File: src/oag_cfg.svh
// Purpose: Offsets, field positions, reset values and counts for the address generator
// Assumes: Included by its bare name from the core and the bench
// Notes:   Byte addresses on a 32-bit classic Wishbone bus
`ifndef OAG_CFG_SVH
`define OAG_CFG_SVH

// ****************************************
// Register byte offsets
// ****************************************
`define OAG_OFF_CTRL 8'h00
`define OAG_OFF_POSTBYTE 8'h04
`define OAG_OFF_OPERAND 8'h08
`define OAG_OFF_PAGE 8'h0C
`define OAG_OFF_PTR0 8'h10
`define OAG_OFF_PC 8'h20
`define OAG_OFF_ACC 8'h24
`define OAG_OFF_STATUS 8'h28
`define OAG_OFF_OA 8'h2C
`define OAG_OFF_STORE 8'h30

// ****************************************
// Field positions
// ****************************************
`define OAG_CTRL_START 0
`define OAG_CTRL_MODE_LO 1
`define OAG_CTRL_STORE_SAME 3
`define OAG_ST_BUSY 0
`define OAG_ST_DONE 1
`define OAG_ST_UNDEF 2
`define OAG_ST_CYC_LO 8
`define OAG_ST_BYTES_LO 12

// ****************************************
// Reset values and fixed codes
// ****************************************
`define OAG_PAGE_RST 8'h00
`define OAG_EXT_IND_CODE 8'h9F
`define OAG_IND_EXTRA 4'h3
`define OAG_EXT_IND_CYC 4'h5

`endif

File: src/oag_pkg.sv
// Purpose: Types shared by the address generator
// Assumes: Nothing beyond the constants header
// Notes:   Binary state codes written out
package oag_pkg;
    typedef enum logic [2:0] {
        OAG_IDLE = 3'b000,
        OAG_CALC = 3'b001,
        OAG_RDHI = 3'b010,
        OAG_RDLO = 3'b011
    } oag_state_e;

    typedef enum logic [1:0] {
        OAG_MODE_DIRECT = 2'b00,
        OAG_MODE_EXTENDED = 2'b01,
        OAG_MODE_INDEXED = 2'b10
    } oag_mode_e;

    typedef logic [15:0] oag_word_t;
endpackage : oag_pkg

File: src/oag_core.sv
// Purpose: Operand address generator with a classic Wishbone register slave
// Assumes: Memory byte port on the same clock; software loads the register set
// Notes:   One request at a time; results stay until the next start
//
// Overview of operation
// RULE1 - Extended mode: operand word is absolute address
// RULE2 - Postbyte 9F: operand word points to address
// RULE3 - Direct: page base high, operand byte low
// RULE4 - Reset clears page base register
// RULE5 - Bit7 clear: add signed five-bit offset
// RULE6 - Bits 6:5 pick X, Y, U, S
// RULE7 - Bit4 with bit7 set selects indirection
// RULE8 - Post-increment pointer by one or two
// RULE9 - Pre-decrement pointer by one or two
// RULE10 - Zero offset: pointer used unchanged
// RULE11 - Signed 8/16-bit constant offset, pointer kept
// RULE12 - Accumulator A, B or D offset
// RULE13 - Counter-relative 8/16-bit offset, pointer field ignored
// RULE14 - Indirect: read high byte then low
// RULE15 - No indirect inc/dec-by-one or 5-bit
// RULE16 - Extra cycle counts for direct indexing
// RULE17 - Indirect adds three; extended indirect five
// RULE18 - Temp holds address; store incremented pointer
// RULE19 - Undefined postbytes flagged, no state change
// RULE20 - Wrap modulo 65536, high byte first
//
// Chosen here: the register addresses and the Wishbone slave port.
`timescale 1ns/1ps
`include "oag_cfg.svh"

module oag_core (
    input wire logic clk_i,                 // System clock, 100 MHz
    input wire logic rst_i,                 // Synchronous reset, active high
    input wire logic wb_cyc_i,              // Wishbone cycle
    input wire logic wb_stb_i,              // Wishbone strobe
    input wire logic wb_we_i,               // Wishbone write enable
    input wire logic [7:0] wb_adr_i,        // Wishbone byte address
    input wire logic [3:0] wb_sel_i,        // Wishbone byte selects
    input wire logic [31:0] wb_dat_i,       // Wishbone write data
    output logic [31:0] wb_dat_o,           // Wishbone read data
    output logic wb_ack_o,                  // Wishbone acknowledge
    output logic mem_stb_o,                 // Memory byte read request
    output oag_pkg::oag_word_t mem_adr_o,   // Memory byte address
    input wire logic [7:0] mem_dat_i,       // Memory byte read data
    input wire logic mem_ack_i,             // Memory read done
    output oag_pkg::oag_word_t oa_o,        // Final operand address
    output logic done_o                     // Result valid, level
);
    import oag_pkg::*;

    // ****************************************
    // Registers
    // ****************************************
    oag_state_e state_reg, state_next;
    oag_mode_e mode_reg;
    logic store_same_reg;
    logic [7:0] postbyte_reg;
    oag_word_t operand_reg;
    logic [7:0] page_base_register_reg;
    oag_word_t ptr_reg [4];
    oag_word_t pc_reg;
    oag_word_t acc_reg;
    oag_word_t oa_reg;
    oag_word_t temp_reg;
    oag_word_t store_reg;
    logic [7:0] hi_reg;
    logic done_reg, undef_reg;
    logic [3:0] cyc_reg;
    logic [1:0] bytes_reg;
    logic ack_reg;
    logic [31:0] rdat_reg;

    // ****************************************
    // Bus decode
    // ****************************************
    wire logic bus_req = wb_cyc_i & wb_stb_i & ~ack_reg;
    wire logic bus_wr = bus_req & wb_we_i;
    wire logic idle = (state_reg == OAG_IDLE);
    wire logic [7:0] wr_lo = wb_sel_i[0] ? wb_dat_i[7:0] : 8'h00;
    wire logic wr_ctrl = bus_wr & wb_sel_i[0] & (wb_adr_i == `OAG_OFF_CTRL);
    wire logic start = wr_ctrl & wb_dat_i[`OAG_CTRL_START] & idle;
    wire logic wr_post = bus_wr & wb_sel_i[0] & idle & (wb_adr_i == `OAG_OFF_POSTBYTE);
    wire logic wr_oper = bus_wr & idle & (wb_adr_i == `OAG_OFF_OPERAND);
    wire logic wr_page = bus_wr & wb_sel_i[0] & idle & (wb_adr_i == `OAG_OFF_PAGE);
    wire logic wr_pc = bus_wr & idle & (wb_adr_i == `OAG_OFF_PC);
    wire logic wr_acc = bus_wr & idle & (wb_adr_i == `OAG_OFF_ACC);
    wire logic [7:0] oper_hi = wb_sel_i[1] ? wb_dat_i[15:8] : operand_reg[15:8];
    wire logic [7:0] oper_lo = wb_sel_i[0] ? wb_dat_i[7:0] : operand_reg[7:0];

    // ****************************************
    // Postbyte decode
    // ****************************************
    wire logic [1:0] rsel = postbyte_reg[6:5];                        // [RULE6]
    wire logic short_off = ~postbyte_reg[7];
    wire logic ind = postbyte_reg[7] & postbyte_reg[4];              // [RULE7]
    wire logic [3:0] code = postbyte_reg[3:0];
    wire oag_word_t base_ptr = ptr_reg[rsel];
    wire oag_word_t off5 = {{11{postbyte_reg[4]}}, postbyte_reg[4:0]}; // [RULE5]
    wire oag_word_t off8 = {{8{operand_reg[15]}}, operand_reg[15:8]};  // [RULE20]
    wire oag_word_t offa = {{8{acc_reg[15]}}, acc_reg[15:8]};
    wire oag_word_t offb = {{8{acc_reg[7]}}, acc_reg[7:0]};
    wire logic ext_ind = (postbyte_reg == `OAG_EXT_IND_CODE);        // [RULE2]
    wire logic pc_form = ~short_off & ((code == 4'hC) | (code == 4'hD)); // [RULE13]

    logic legal;
    oag_word_t idx_off;
    logic [3:0] idx_cyc;
    logic [1:0] idx_bytes;
    always_comb begin
        legal = 1'b1;
        idx_off = 16'h0000;
        idx_cyc = 4'h0;
        idx_bytes = 2'h0;
        if (short_off) begin
            idx_off = off5;
            idx_cyc = 4'h1;                                        // [RULE16]
        end else begin
            case (code)
                4'h0: begin
                    idx_cyc = 4'h2;                                // [RULE8]
                    legal = ~ind;                                  // [RULE15]
                end
                4'h1: idx_cyc = 4'h3;                              // [RULE8]
                4'h2: begin
                    idx_off = 16'hFFFF;                            // [RULE9]
                    idx_cyc = 4'h2;
                    legal = ~ind;                                  // [RULE15]
                end
                4'h3: begin
                    idx_off = 16'hFFFE;                            // [RULE9]
                    idx_cyc = 4'h3;
                end
                4'h4: idx_cyc = 4'h0;                              // [RULE10]
                4'h5: begin
                    idx_off = offb;                                // [RULE12]
                    idx_cyc = 4'h1;
                end
                4'h6: begin
                    idx_off = offa;                                // [RULE12]
                    idx_cyc = 4'h1;
                end
                4'h8, 4'hC: begin
                    idx_off = off8;                                // [RULE11] [RULE13]
                    idx_cyc = 4'h1;
                    idx_bytes = 2'h1;
                end
                4'h9: begin
                    idx_off = operand_reg;                         // [RULE11]
                    idx_cyc = 4'h4;
                    idx_bytes = 2'h2;
                end
                4'hB: begin
                    idx_off = acc_reg;                             // [RULE12]
                    idx_cyc = 4'h4;
                end
                4'hD: begin
                    idx_off = operand_reg;                         // [RULE13]
                    idx_cyc = 4'h5;
                    idx_bytes = 2'h2;
                end
                4'hF: begin
                    legal = ext_ind;                               // [RULE2] [RULE19]
                    idx_cyc = `OAG_EXT_IND_CYC;                    // [RULE17]
                    idx_bytes = 2'h2;
                end
                default: legal = 1'b0;                             // [RULE19]
            endcase
            if (ind && code != 4'hF) begin
                idx_cyc = idx_cyc + `OAG_IND_EXTRA;                // [RULE17]
            end
        end
    end

    // Post-increment uses the old value; pre-decrement uses the new one
    wire logic post_inc = ~short_off & (code[3:1] == 3'b000);
    wire logic pre_dec = ~short_off & (code[3:1] == 3'b001);
    wire oag_word_t inc_amt = {14'h0000, code[0] ? 2'h2 : 2'h1};
    wire oag_word_t sum = (pc_form ? pc_reg : base_ptr) + idx_off;  // [RULE20]
    wire oag_word_t idx_oa = post_inc ? base_ptr : sum;               // [RULE8] [RULE9]
    wire oag_word_t new_ptr = post_inc ? base_ptr + inc_amt : sum;
    wire logic ptr_upd = (mode_reg == OAG_MODE_INDEXED) & legal & (post_inc | pre_dec);

    oag_word_t calc_oa;
    always_comb begin
        case (mode_reg)
            OAG_MODE_DIRECT: calc_oa = {page_base_register_reg, operand_reg[15:8]}; // [RULE3]
            OAG_MODE_EXTENDED: calc_oa = operand_reg;                 // [RULE1]
            OAG_MODE_INDEXED: calc_oa = (code == 4'hF && !short_off) ? operand_reg : idx_oa;
            default: calc_oa = 16'h0000;
        endcase
    end
    wire logic need_ind = (mode_reg == OAG_MODE_INDEXED) & legal & ind; // [RULE14]

    // ****************************************
    // Sequencer
    // ****************************************
    always_comb begin
        state_next = state_reg;
        case (state_reg)
            OAG_IDLE: if (start) begin
                state_next = OAG_CALC;
            end
            OAG_CALC: state_next = need_ind ? OAG_RDHI : OAG_IDLE;
            OAG_RDHI: if (mem_ack_i) begin
                state_next = OAG_RDLO;
            end
            OAG_RDLO: if (mem_ack_i) begin
                state_next = OAG_IDLE;
            end
            default: state_next = OAG_IDLE;
        endcase
    end

    always_ff @(posedge clk_i) begin
        if (rst_i) begin
            state_reg <= OAG_IDLE;
        end else begin
            state_reg <= state_next;
        end
    end

    // ****************************************
    // Pointer registers
    // ****************************************
    // Software may load a pointer only while idle, so the update never races
    for (genvar g = 0; g < 4; g++) begin : g_ptr
        wire logic sw_wr = bus_wr & idle & (wb_adr_i == (`OAG_OFF_PTR0 + 8'(4 * g)));
        always_ff @(posedge clk_i) begin
            if (rst_i) begin
                ptr_reg[g] <= 16'h0000;
            end else if (sw_wr) begin
                ptr_reg[g] <= {oper_hi_of(wb_sel_i[1], wb_dat_i[15:8], ptr_reg[g][15:8]),
                               oper_hi_of(wb_sel_i[0], wb_dat_i[7:0], ptr_reg[g][7:0])};
            end else if (state_reg == OAG_CALC && ptr_upd && rsel == 2'(g)) begin
                ptr_reg[g] <= new_ptr;                             // [RULE8] [RULE9]
            end
        end
    end

    function automatic logic [7:0] oper_hi_of(input logic s, input logic [7:0] n,
                                              input logic [7:0] o);
        oper_hi_of = s ? n : o;
    endfunction : oper_hi_of

    // ****************************************
    // Programming registers
    // ****************************************
    always_ff @(posedge clk_i) begin
        if (rst_i) begin
            page_base_register_reg <= `OAG_PAGE_RST;               // [RULE4]
            mode_reg <= OAG_MODE_DIRECT;
            store_same_reg <= 1'b0;
            postbyte_reg <= 8'h00;
            operand_reg <= 16'h0000;
            pc_reg <= 16'h0000;
            acc_reg <= 16'h0000;
        end else begin
            if (wr_page) begin
                page_base_register_reg <= wr_lo;
            end
            if (start) begin
                mode_reg <= oag_mode_e'(wb_dat_i[`OAG_CTRL_MODE_LO +: 2]);
                store_same_reg <= wb_dat_i[`OAG_CTRL_STORE_SAME];
            end
            if (wr_post) begin
                postbyte_reg <= wr_lo;
            end
            if (wr_oper) begin
                operand_reg <= {oper_hi, oper_lo};                 // [RULE20]
            end
            if (wr_pc) begin
                pc_reg <= {oper_hi_of(wb_sel_i[1], wb_dat_i[15:8], pc_reg[15:8]),
                           oper_hi_of(wb_sel_i[0], wb_dat_i[7:0], pc_reg[7:0])};
            end
            if (wr_acc) begin
                acc_reg <= {oper_hi_of(wb_sel_i[1], wb_dat_i[15:8], acc_reg[15:8]),
                            oper_hi_of(wb_sel_i[0], wb_dat_i[7:0], acc_reg[7:0])};
            end
        end
    end

    // ****************************************
    // Result registers
    // ****************************************
    always_ff @(posedge clk_i) begin
        if (rst_i) begin
            oa_reg <= 16'h0000;
            temp_reg <= 16'h0000;
            store_reg <= 16'h0000;
            hi_reg <= 8'h00;
            done_reg <= 1'b0;
            undef_reg <= 1'b0;
            cyc_reg <= 4'h0;
            bytes_reg <= 2'h0;
        end else begin
            if (start) begin
                done_reg <= 1'b0;
            end
            if (state_reg == OAG_CALC) begin
                temp_reg <= calc_oa;                               // [RULE18]
                undef_reg <= (mode_reg == OAG_MODE_INDEXED) & ~legal; // [RULE19]
                cyc_reg <= (mode_reg == OAG_MODE_INDEXED && legal) ? idx_cyc : 4'h0;
                bytes_reg <= (mode_reg == OAG_MODE_INDEXED && legal) ? idx_bytes : 2'h0;
                store_reg <= (store_same_reg && ptr_upd) ? new_ptr : base_ptr; // [RULE18]
                if (!need_ind) begin
                    oa_reg <= ((mode_reg == OAG_MODE_INDEXED) && !legal) ? 16'h0000 : calc_oa;
                    done_reg <= 1'b1;
                end
            end
            if (state_reg == OAG_RDHI && mem_ack_i) begin
                hi_reg <= mem_dat_i;                               // [RULE14]
            end
            if (state_reg == OAG_RDLO && mem_ack_i) begin
                oa_reg <= {hi_reg, mem_dat_i};                     // [RULE14]
                done_reg <= 1'b1;
            end
        end
    end

    assign mem_stb_o = (state_reg == OAG_RDHI) | (state_reg == OAG_RDLO);
    assign mem_adr_o = (state_reg == OAG_RDLO) ? temp_reg + 16'h0001 : temp_reg; // [RULE20]
    assign oa_o = oa_reg;
    assign done_o = done_reg;

    // ****************************************
    // Bus read path
    // ****************************************
    wire logic [31:0] status_word = {18'h0_0000, bytes_reg, cyc_reg, 5'h00, undef_reg,
                                     done_reg, ~idle};
    logic [31:0] rd_mux;
    always_comb begin
        case (wb_adr_i)
            `OAG_OFF_CTRL: rd_mux = {28'h000_0000, store_same_reg, mode_reg, 1'b0};
            `OAG_OFF_POSTBYTE: rd_mux = {24'h00_0000, postbyte_reg};
            `OAG_OFF_OPERAND: rd_mux = {16'h0000, operand_reg};
            `OAG_OFF_PAGE: rd_mux = {24'h00_0000, page_base_register_reg};
            8'h10: rd_mux = {16'h0000, ptr_reg[0]};
            8'h14: rd_mux = {16'h0000, ptr_reg[1]};
            8'h18: rd_mux = {16'h0000, ptr_reg[2]};
            8'h1C: rd_mux = {16'h0000, ptr_reg[3]};
            `OAG_OFF_PC: rd_mux = {16'h0000, pc_reg};
            `OAG_OFF_ACC: rd_mux = {16'h0000, acc_reg};
            `OAG_OFF_STATUS: rd_mux = status_word;
            `OAG_OFF_OA: rd_mux = {16'h0000, oa_reg};
            `OAG_OFF_STORE: rd_mux = {16'h0000, store_reg};
            default: rd_mux = 32'h0000_0000;
        endcase
    end

    always_ff @(posedge clk_i) begin
        if (rst_i) begin
            ack_reg <= 1'b0;
            rdat_reg <= 32'h0000_0000;
        end else begin
            ack_reg <= bus_req;
            rdat_reg <= (bus_req && !wb_we_i) ? rd_mux : 32'h0000_0000;
        end
    end
    assign wb_ack_o = ack_reg;
    assign wb_dat_o = rdat_reg;

    // ****************************************
    // Checks
    // ****************************************
    AST_PAGE_RESET: assert property (@(posedge clk_i) rst_i |=>          // [RULE4]
        page_base_register_reg == 8'h00) else $error("page base not cleared");
    AST_DIRECT_OA: assert property (@(posedge clk_i) disable iff (rst_i) // [RULE3]
        (state_reg == OAG_CALC && mode_reg == OAG_MODE_DIRECT) |=>
        oa_reg == {$past(page_base_register_reg), $past(operand_reg[15:8])})
        else $error("direct address wrong");
    AST_EXT_OA: assert property (@(posedge clk_i) disable iff (rst_i) // [RULE1]
        (state_reg == OAG_CALC && mode_reg == OAG_MODE_EXTENDED) |=>
        oa_reg == $past(operand_reg) && done_reg) else $error("extended address wrong");
    AST_POSTINC: assert property (@(posedge clk_i) disable iff (rst_i) // [RULE8]
        (state_reg == OAG_CALC && ptr_upd && post_inc) |=>
        ptr_reg[$past(rsel)] == $past(base_ptr) + $past(inc_amt)) else $error("post inc wrong");
    AST_PREDEC: assert property (@(posedge clk_i) disable iff (rst_i) // [RULE9]
        (state_reg == OAG_CALC && ptr_upd && pre_dec && !ind) |=>
        oa_reg == ptr_reg[$past(rsel)]) else $error("pre dec address wrong");
    AST_NO_IND_SHORT: assert property (@(posedge clk_i) disable iff (rst_i) // [RULE15]
        (state_reg == OAG_CALC && mode_reg == OAG_MODE_INDEXED && postbyte_reg[7] &&
         postbyte_reg[4] && code[3:1] == 3'b000 && !code[0]) |=> undef_reg && done_reg)
        else $error("indirect by one accepted");
    AST_IND_READ: assert property (@(posedge clk_i) disable iff (rst_i) // [RULE14]
        (state_reg == OAG_CALC && need_ind) |=> mem_stb_o && mem_adr_o == $past(calc_oa))
        else $error("indirect read address wrong");
    AST_IND_OA: assert property (@(posedge clk_i) disable iff (rst_i) // [RULE14]
        (state_reg == OAG_RDLO && mem_ack_i) |=> oa_reg == {hi_reg, $past(mem_dat_i)}
        && done_reg) else $error("indirect result wrong");
    AST_IND_CYC: assert property (@(posedge clk_i) disable iff (rst_i) // [RULE17]
        (state_reg == OAG_CALC && need_ind && code == 4'h4) |=> cyc_reg == 4'h3)
        else $error("indirect cycle count wrong");
    AST_UNDEF_KEEP: assert property (@(posedge clk_i) disable iff (rst_i) // [RULE19]
        (state_reg == OAG_CALC && mode_reg == OAG_MODE_INDEXED && !legal) |=>
        ptr_reg[rsel] == $past(base_ptr)) else $error("undefined code changed pointer");
    AST_ACK_ONE: assert property (@(posedge clk_i) disable iff (rst_i)
        wb_ack_o |=> !wb_ack_o) else $error("ack held two cycles");
endmodule : oag_core

File: config.mk
export PLATFORM = sky130hd
export DESIGN_NAME = oag_core
export DESIGN_NICKNAME = d
export VERILOG_FILES = /design/src/oag_pkg.sv /design/src/oag_core.sv
export VERILOG_INCLUDE_DIRS = /design/src /design/src/src
export SDC_FILE = /design/constraint.sdc
export NUM_CORES = 1
export LEC_CHECK = 0
export BUFFER_PORTS_ARGS = -buffer_cell sky130_fd_sc_hd__buf_4
export CAP_MARGIN = 20
export CORE_ASPECT_RATIO = 1.2
export CORE_MARGIN = 2
export CORE_UTILIZATION = 41
export CTS_CLUSTER_SIZE = 24
export DETAILED_ROUTE_END_ITERATION = 6
export HOLD_SLACK_MARGIN = 0.03
export PLACE_DENSITY = 0.69
export SLEW_MARGIN = 5
export SYNTH_ARGS = -nofsm -noshare
export SYNTH_HDL_FRONTEND = slang
export SYNTH_SLANG_ARGS = --single-unit
File: constraint.sdc
create_clock -name clk_i -period 8.8 [get_ports clk_i]
set_clock_uncertainty 0.2 [all_clocks]
set_input_delay 0.88 -clock clk_i [delete_from_list [all_inputs] [get_ports clk_i]]
set_output_delay 0.88 -clock clk_i [all_outputs]
set_load 0.02 [all_outputs]
# Yosys cells after proc, flatten, opt, wreduce, memory -nomap -nowiden
# Memory sizes are Yosys's and may differ from the RTL's. A register that Yosys moved wholly into a read port is not among the register bits.
# Cells that the tools add are included.
[totals] regBits=167 ram_bits=64 inputBits=58 output_inout_bits=67 elab_cells=230 memories=1
[op_classes] n_addsub=4 n_eq_ne=39 n_mux=83 bitwise=42 reduce_logical=40
[mem_list] memory="ptr_reg" depth=4 word_bits=16 read_ports=5 rd_clocked_by_memory_dff=1 write_ports=4 line_no="oag_core.sv:60" text="oag_word_t ptr_reg [4];"
[ops] operator="$mux 16" n=19
[ops] operator="$pmux 16 s13" n=1
[ops] operator="$pmux 16 s7" n=1
[ops] operator="$mux 8" n=9
[ops] operator="$pmux 16 s3" n=1
[ops] operator="$eq 8x6->1 const B" n=5
[ops] operator="$mux 1" n=35
[ops] operator="$eq 8x5->1 const B" n=4
[ops] operator="$and 1x1->1" n=26
[ops] operator="$eq 4x4->1 const B" n=6
[ops] operator="$add 16x1->16 const B" n=1
[ops] operator="$add 16x16->16" n=1
[ops] operator="$add 16x2->16" n=1
[ops] operator="$eq 8x4->1 const B" n=2
[ops] operator="$mux 4" n=4
[ops] operator="$pmux 3 s5" n=1
[ops] operator="$reduce_and 2->1" n=7
[ops] operator="$reduce_or 2->1" n=7
[ops] operator="$logic_and 1x1->1" n=13
[ops] operator="$eq 4x3->1 const B" n=3
[ops] operator="$mux 2" n=6
[ops] operator="$pmux 3 s4" n=1
[ops] operator="$or 1x1->1" n=11
[ops] operator="$reduce_or 10->1" n=1
[ops] operator="25 further kinds" n=42

# Depth between registers and ports, before layout
# Gate-level depths: netlist (run 1).
[depth] word_depth=13 mapped_depth=17 mapped_depth_nobuf=15

# Worst setup path before layout (run 1)
# Ideal clock, no wire load.
[synth_timing] kind="register to register" startpoint="register postbyte_reg[1]" endpoint="memory ptr_reg[2][13] in the netlist's numbering, data pin" setup_ps=256 t_arrival_ps=3777 required_ps=8344 slack_ps=4567 path_stages_with_launch=17 n_path_buf=2 period_less_slack_ps=4233 cell_sequence="dfxtp_1 -> buf_2 -> buf_2 -> inv_1 -> nor2_1 -> a21oi_1 -> nor2_1 -> a222oi_1 -> o22ai_1 -> ha_1 -> a211oi_1 -> o21ai_1 -> a2111oi_2 -> or3_1 -> nand3_1 -> mux2_2 -> a22o_1"
[synth_rtl] item="start, declared" line_no="oag_core.sv:57" text="logic [7:0] postbyte_reg;"
[synth_rtl] item="start signal, assigned" line_no="oag_core.sv:266" text="postbyte_reg <= wr_lo;"
[synth_rtl] item="end, declared" line_no="oag_core.sv:60"

==> metrics.cfg, run 1 <==
[sta]
fmaxAchievable_mhz=164
worst_pin_slew_ns=1.15
setup_viol=0
fin_tns_setup_ns=0
rsz0062_at_grt=no
hold_viol=0
whs_ns=0.255
slew_headroom=0.227
drv_slew=0
fin_crit_sh=0.694
layout_min_cycle_time_ns=6.10

[yosys]
synth-compound-area-share=0.233
synth_area_per_cell_um2=9.07
synthFlopType=dfxtp_1
syn_inst=1434
synth-seq-cells=216
synth_top_family_by_area=compound AO/OA/AOI/OAI gates
yosysMostFrequentCell=nor2_1
synth_xor_area_frac=0.0276
synth-simple-area-share=0.176
synth_edf_count=64
yosysTopAreaCell=dfxtp_1
synth.area.top_cells=dfxtp_1 (23%), edfxtp_1 (15%), mux2i_1 (6.3%), a22o_1 (4.6%), nor2_1 (4.6%)
synth.area.mux_share=0.111
synth.top_cell.area_share=0.234
yosys_warnings=0
yosysUniqueCellTypes=90
synth-seq-area-share=0.382
yosys-top-cells-count=nor2_1 (160), dfxtp_1 (152), nand2_1 (137)
async_flop_share=0
synth_adder_area_share=0.0214
synth_area_mm2=0.0130

[floorplanning]
die_area_mm2=0.0332
start_util=0.416
die_x_um=167
core_area_mm2=0.0313
dieHeight_um=199
rows=71
io_pins=125

[critical_path]
cp-startpoint=postbyte_reg[3]
cp-end-kind=flip-flop
cp.arrival_ns=6.16
reg2reg_to=ptr_reg[3][12]
required_ns=8.86
reg2reg_setup_slack_ns=2.70
crit_end=ptr_reg[3][12]
crit_type=flip-flop to flip-flop
worstPathMaxFanout=21
start_kind=flip-flop
r2r_cells=12
r2r_start=postbyte_reg[3]

[cts]
ctsResizeCount=0
htree_levels=1
clock_sinks=216
cts_buffers=22
postCtsSetupBuffers=0
cts_root_buffer=clkbuf_16
ctsHoldBuffers=0
cts_tree=built
clockBufferDepth=3
insertion_delay_ns=0.53
cts.clk_slew.worst_paths_ns=0.06

[power]
peakVddDrop_uv=109
p_per_area_mw_per_mm2=143
power.total_w=0.00209
p_leak_nw=5.16

[drt]
ant_nets=0
postRouteWirelength_um=49600
routedWlPerCell_um=26.4
drcViolationCount=5
dr.pass1.iters=7
first_iter_violations=1906
viasPerCell=6.55
vias=12300

[cells_and_area]
n_fill_cell=3013
layout.nets=1544
multiInputGateArea_mm2=0.00749
regArea_mm2=0.00496
drive_gt1_frac=0.149
largest_reg_flops=64
area_growth_pct=12.1
insertedDiodeCount=0

[global_routing]
grt_max_degree=65
grt_antenna_before_repair=0
grt_overflow=0
grt_pass1_wl_um=72800
grt_pass1_vias=11600
grt.total_usage=0.288

[outcome]
violations=design-rule violations
status=complete, but fails checks

[placed_design]
dp_hpwl_um=36600
port-buffer-count=90
place_congestion=0.964

[run]
drv_cap=0

[min_path]
min_path_type=flip-flop to flip-flop

-- critical path, stage by stage (launching register included) --
cell and delay, ns:
dfxtp_1 0.78, nor2b_1 0.78, nand3_1 0.90, mux2_2 0.58
ha_1 0.25, fa_1 0.48, a211oi_1 0.29, o21bai_1 0.24
o211ai_2 0.32, o21ai_0 0.16, xor2_1 0.20, a21oi_1 0.48
o21ai_0 0.18
-- cell type report --
type / count / area share
Multi-Input combinational cell: 1096 / 0.514
Sequential cell: 216 / 0.341
Tap cell: 401 / 0.0344
Inverter: 17 / 0.00438
Clock buffer: 30 / 0.0437
Timing Repair Buffer: 112 / 0.0579
Clock inverter: 9 / 0.00498
-- routing by layer --
layer	routed length, µm	GRT usage
met1	19000	0.366
met5	0	0
met3	5430	0.0485
met4	2980	0.156
met2	22200	0.468
-- cells by family after synthesis --
| group | after synthesis |
|---|---|
| XOR/XNOR | 41 |
| AO/OA/AOI/OAI | 435 |
| AND/OR/NAND/NOR | 464 |
| adder cells (fa/ha/maj) | 21 |
| flip-flops | 216 |
| buffers and inverters | 137 |
| other | 1 |
| multiplexers | 119 |
-- stage by stage --
stage | cell area [µm²] | worst slack (ns) | util | std cells
final | 14600 | 2.70 | 0.466 | 1881
after global placement | 13900 | 2.92 | 0.443 | 1841
after CTS | 14600 | 2.86 | 0.466 | 1880
after global routing | 14600 | 2.51 | 0.466 | 1881
after floorplan | 13100 | 4.57 | - | 1449
after detailed placement | 13900 | 2.88 | 0.443 | 1841
-- how the worst min path moves through the flow --
| stage | start | end | slack [ns] | cells past startpoint |
|---|---|---|---|---|
| 2_1_floorplan | store_reg[9] | store_reg[9] | 0.23 | 2 |
| 3_3_place_gp | store_reg[9] | store_reg[9] | 0.24 | 2 |
| 3_5_place_dp | store_reg[0] | store_reg[0] | 0.24 | 2 |
| 4_1_cts | store_reg[0] | store_reg[0] | 0.25 | 2 |
| 5_1_grt | store_reg[3] | store_reg[3] | 0.27 | 2 |
| 6_report | cyc_reg[1] | cyc_reg[1] | 0.26 | 2 |
-- cells in the final DEF (no fill, tap or decap), types with 5 or more instances in the layout --
cell type / instances
mux4_2: 12
nand2b_1: 10
ha_1: 19
a22o_1: 69
nor2b_1: 10
nand3_1: 37
nand2_1: 137
edfxtp_1: 64
o21ai_0: 99
a22oi_1: 23
xor2_1: 13
nor2_2: 5
clkbuf_16: 23
nor3_1: 25
o21ai_1: 5
nand4_1: 11
nor3_4: 6
a221oi_1: 35
a21oi_1: 73
xnor2_1: 28
and3_1: 16
and2_1: 7
a21o_1: 14
o211ai_1: 5
a211oi_1: 10
mux2_2: 19
buf_4: 111
inv_1: 16
o22ai_1: 7
a31oi_1: 29
a222oi_1: 19
mux2i_1: 82
nor2_1: 156
conb_1: 16
dfxtp_1: 152
-- where the power goes --
part           internal, W  switching [W]
registers          0.00103     0.00000761
logic            0.0000319      0.0000775
clock network     0.000535       0.000406
Power figures use the tool's default switching activity.
==> run 2: changes to the inputs <==
--- a/config.mk
+++ b/config.mk
@@ -14,7 +14,7 @@
 export CTS_CLUSTER_SIZE = 24
 export DETAILED_ROUTE_END_ITERATION = 6
 export HOLD_SLACK_MARGIN = 0.03
-export PLACE_DENSITY = 0.69
+export PLACE_DENSITY = 0.71
 export SLEW_MARGIN = 5
 export SYNTH_ARGS = -nofsm -noshare
 export SYNTH_HDL_FRONTEND = slang
==> constraint.sdc (replaced) <==
create_clock -name clk_i -period 5.55 [get_ports clk_i]
set_clock_uncertainty 0.2 [all_clocks]
set_input_delay 0.555 -clock clk_i [delete_from_list [all_inputs] [get_ports clk_i]]
set_output_delay 0.555 -clock clk_i [all_outputs]
set_load 0.02 [all_outputs]
==> metrics.cfg, run 2 (synthesized netlist as in run 1, its figures left out) <==
[cts]
cts_root_buffer=clkbuf_16  ; unchanged
ctsHoldBuffers=0  ; unchanged
htree_levels=1  ; unchanged
cts_tree=built  ; unchanged
postCtsSetupBuffers=0  ; unchanged
insertion_delay_ns=0.54  ; was 0.53 ns
clock_sinks=216  ; unchanged
clockBufferDepth=3  ; unchanged
cts_buffers=22  ; unchanged
ctsResizeCount=0  ; unchanged
cts.clk_slew.worst_paths_ns=0.07  ; was 0.06 ns

[global_routing]
grt_max_degree=72  ; was 65
grt_antenna_before_repair=0  ; unchanged
grt_pass1_wl_um=72400  ; was 72800 µm
grt_pass1_vias=11800  ; was 11600
grt_overflow=0  ; unchanged
grt.total_usage=0.285  ; was 0.288

[critical_path]
start_kind=flip-flop  ; unchanged
worstPathCellList=buf_4 -> mux4_1 -> mux2_2 -> ha_1 -> o21ai_0 -> o21bai_1 -> a2111oi_2 -> or3_1 -> nand3_1 -> mux2_2 -> a22o_1  ; was nor2b_1 -> nand3_1 -> mux2_2 -> ha_1 -> fa_1 -> a211oi_1 -> o21bai_1 -> o211ai_2 -> o21ai_0 -> xor2_1 -> a21oi_1 -> o21ai_0
worstPathMaxFanout=12  ; was 21
slowest_delay_ns=0.77  ; was 0.90 ns
crit_family=multiplexers  ; was simple AND/OR/NAND/NOR gates
crit_slowest_cell=mux4_1  ; was nand3_1
cp-end-kind=flip-flop  ; unchanged
worst-path-buf-inv=1  ; was 0
required_ns=5.63  ; was 8.86 ns
crit_type=flip-flop to flip-flop  ; unchanged
cp.arrival_ns=4.90  ; was 6.16 ns
path_common_cell=mux2_2  ; was o21ai_0

[floorplanning]
die_x_um=167  ; unchanged
io_pins=125  ; unchanged
dieHeight_um=199  ; unchanged
core_area_mm2=0.0313  ; unchanged
start_util=0.416  ; unchanged
rows=71  ; unchanged
die_area_mm2=0.0332  ; unchanged

[drt]
drcViolationCount=4  ; was 5
routedWlPerCell_um=25.8  ; was 26.4 µm
postRouteWirelength_um=48800  ; was 49600 µm
viasPerCell=6.46  ; was 6.55
first_iter_violations=1595  ; was 1906
dr.pass1.iters=7  ; unchanged
vias=12200  ; was 12300
ant_nets=0  ; unchanged

[placed_design]
pre_cts_slack_ns=0.837  ; was 2.88 ns
dp_cells=1855  ; was 1841
dp_hpwl_um=36400  ; was 36600 µm
place_congestion=0.992  ; was 0.964
port-buffer-count=90  ; unchanged

[sta]
fin_tns_setup_ns=0  ; unchanged
layout_min_cycle_time_ns=4.82  ; was 6.10 ns
rsz0062_at_grt=no  ; unchanged
hold_viol=0  ; unchanged
fmaxAchievable_mhz=208  ; was 164 MHz
setup_slack_ns=0.732  ; was 2.70 ns
fin_crit_sh=0.868  ; was 0.694
setup_viol=0  ; unchanged
drv_slew=0  ; unchanged
worst_pin_slew_ns=1.19  ; was 1.15 ns
slew_headroom=0.202  ; was 0.227

[cells_and_area]
most-common-layout-cells=nor2_1 (158), dfxtp_1 (152), nand2_1 (137), buf_4 (125), o21ai_0 (99)  ; was nor2_1 (156), dfxtp_1 (152), nand2_1 (137), buf_4 (111), o21ai_0 (99)
layout_commonest_cell=nor2_1  ; unchanged
largest_reg_flops=64  ; unchanged
fin_cells=1894  ; was 1881
area_growth_pct=12.9  ; was 12.1%
drive_gt1_frac=0.154  ; was 0.149
layout.nets=1557  ; was 1544
insertedDiodeCount=0  ; unchanged

[power]
p_per_area_mw_per_mm2=228  ; was 143 mW/mm²
p_leak_nw=5.23  ; was 5.16 nW
peakVddDrop_uv=176  ; was 109 µV

[min_path]
min_path_type=input pin to flip-flop  ; was flip-flop to flip-flop

[outcome]
status=complete, but fails checks  ; unchanged
violations=design-rule violations  ; unchanged

[run]
drv_cap=0  ; unchanged

[run 2: cell types whose count changed in the layout (fill, tap and decap cells not counted), sizes merged]
cell,before,now
buf,112,125
clkbuf,30,35
clkinv,6,2
clkinvlp,3,2
[run 2: final timing paths]
check	start	to	slack [ns]	depth (start not counted)
worst min-delay path	mem_dat_i[2]	hi_reg[2]	0.08	3
worst max-delay path	flip-flop	ptr_reg[2][13]	0.73	11
worst max register to register	flip-flop	ptr_reg[2][13]	0.73	11
worst min register to register	store_reg[0]	store_reg[0]	0.26	2
[run 2: metrics by stage]
stage / utilization / instance area (µm²) / hold WS (ns) / power, W
final: 0.469 / 14700 / 0.0801 / 0.00334
after global routing: 0.469 / 14700 / 0.0893 / 0.00341
after CTS: 0.469 / 14700 / 0.0665 / 0.00334
after detailed placement: 0.446 / 14000 / 0.248 / 0.00185
after global placement: 0.446 / 14000 / 0.241 / 0.00185
after floorplan: - / 13100 / 0.232 / 0.00178
[run 2: tightest hold or removal path, stage by stage]
cell and delay (ns):
buf_4 0.09, mux2i_1 0.06, nor2_1 0.07
[run 2: layout make-up]
type / count / area, µm²
clock buffer: 35 / 674
fill: 2979 / 16600
multi-input combinational: 1096 / 7480
clock inverter: 4 / 50.0
inverter: 17 / 63.8
sequential: 216 / 4960
timing repair buffer: 125 / 938
tap: 401 / 502
[run 2: where the power goes]
| group | internal (W) | leakage [nW] | switching (W) |
|---|---|---|---|
| combinational | 0.0000506 | 3.00 | 0.000120 |
| sequential | 0.00164 | 1.88 | 0.0000118 |
| clock | 0.000878 | 0.349 | 0.000647 |
| total | 0.00257 | 5.23 | 0.000779 |
[run 2: routing by layer]
metal	track usage	wire [µm]
met1	0.352	18800
met2	0.476	22800
met3	0.0559	4920
met4	0.149	2330
met5	0	0
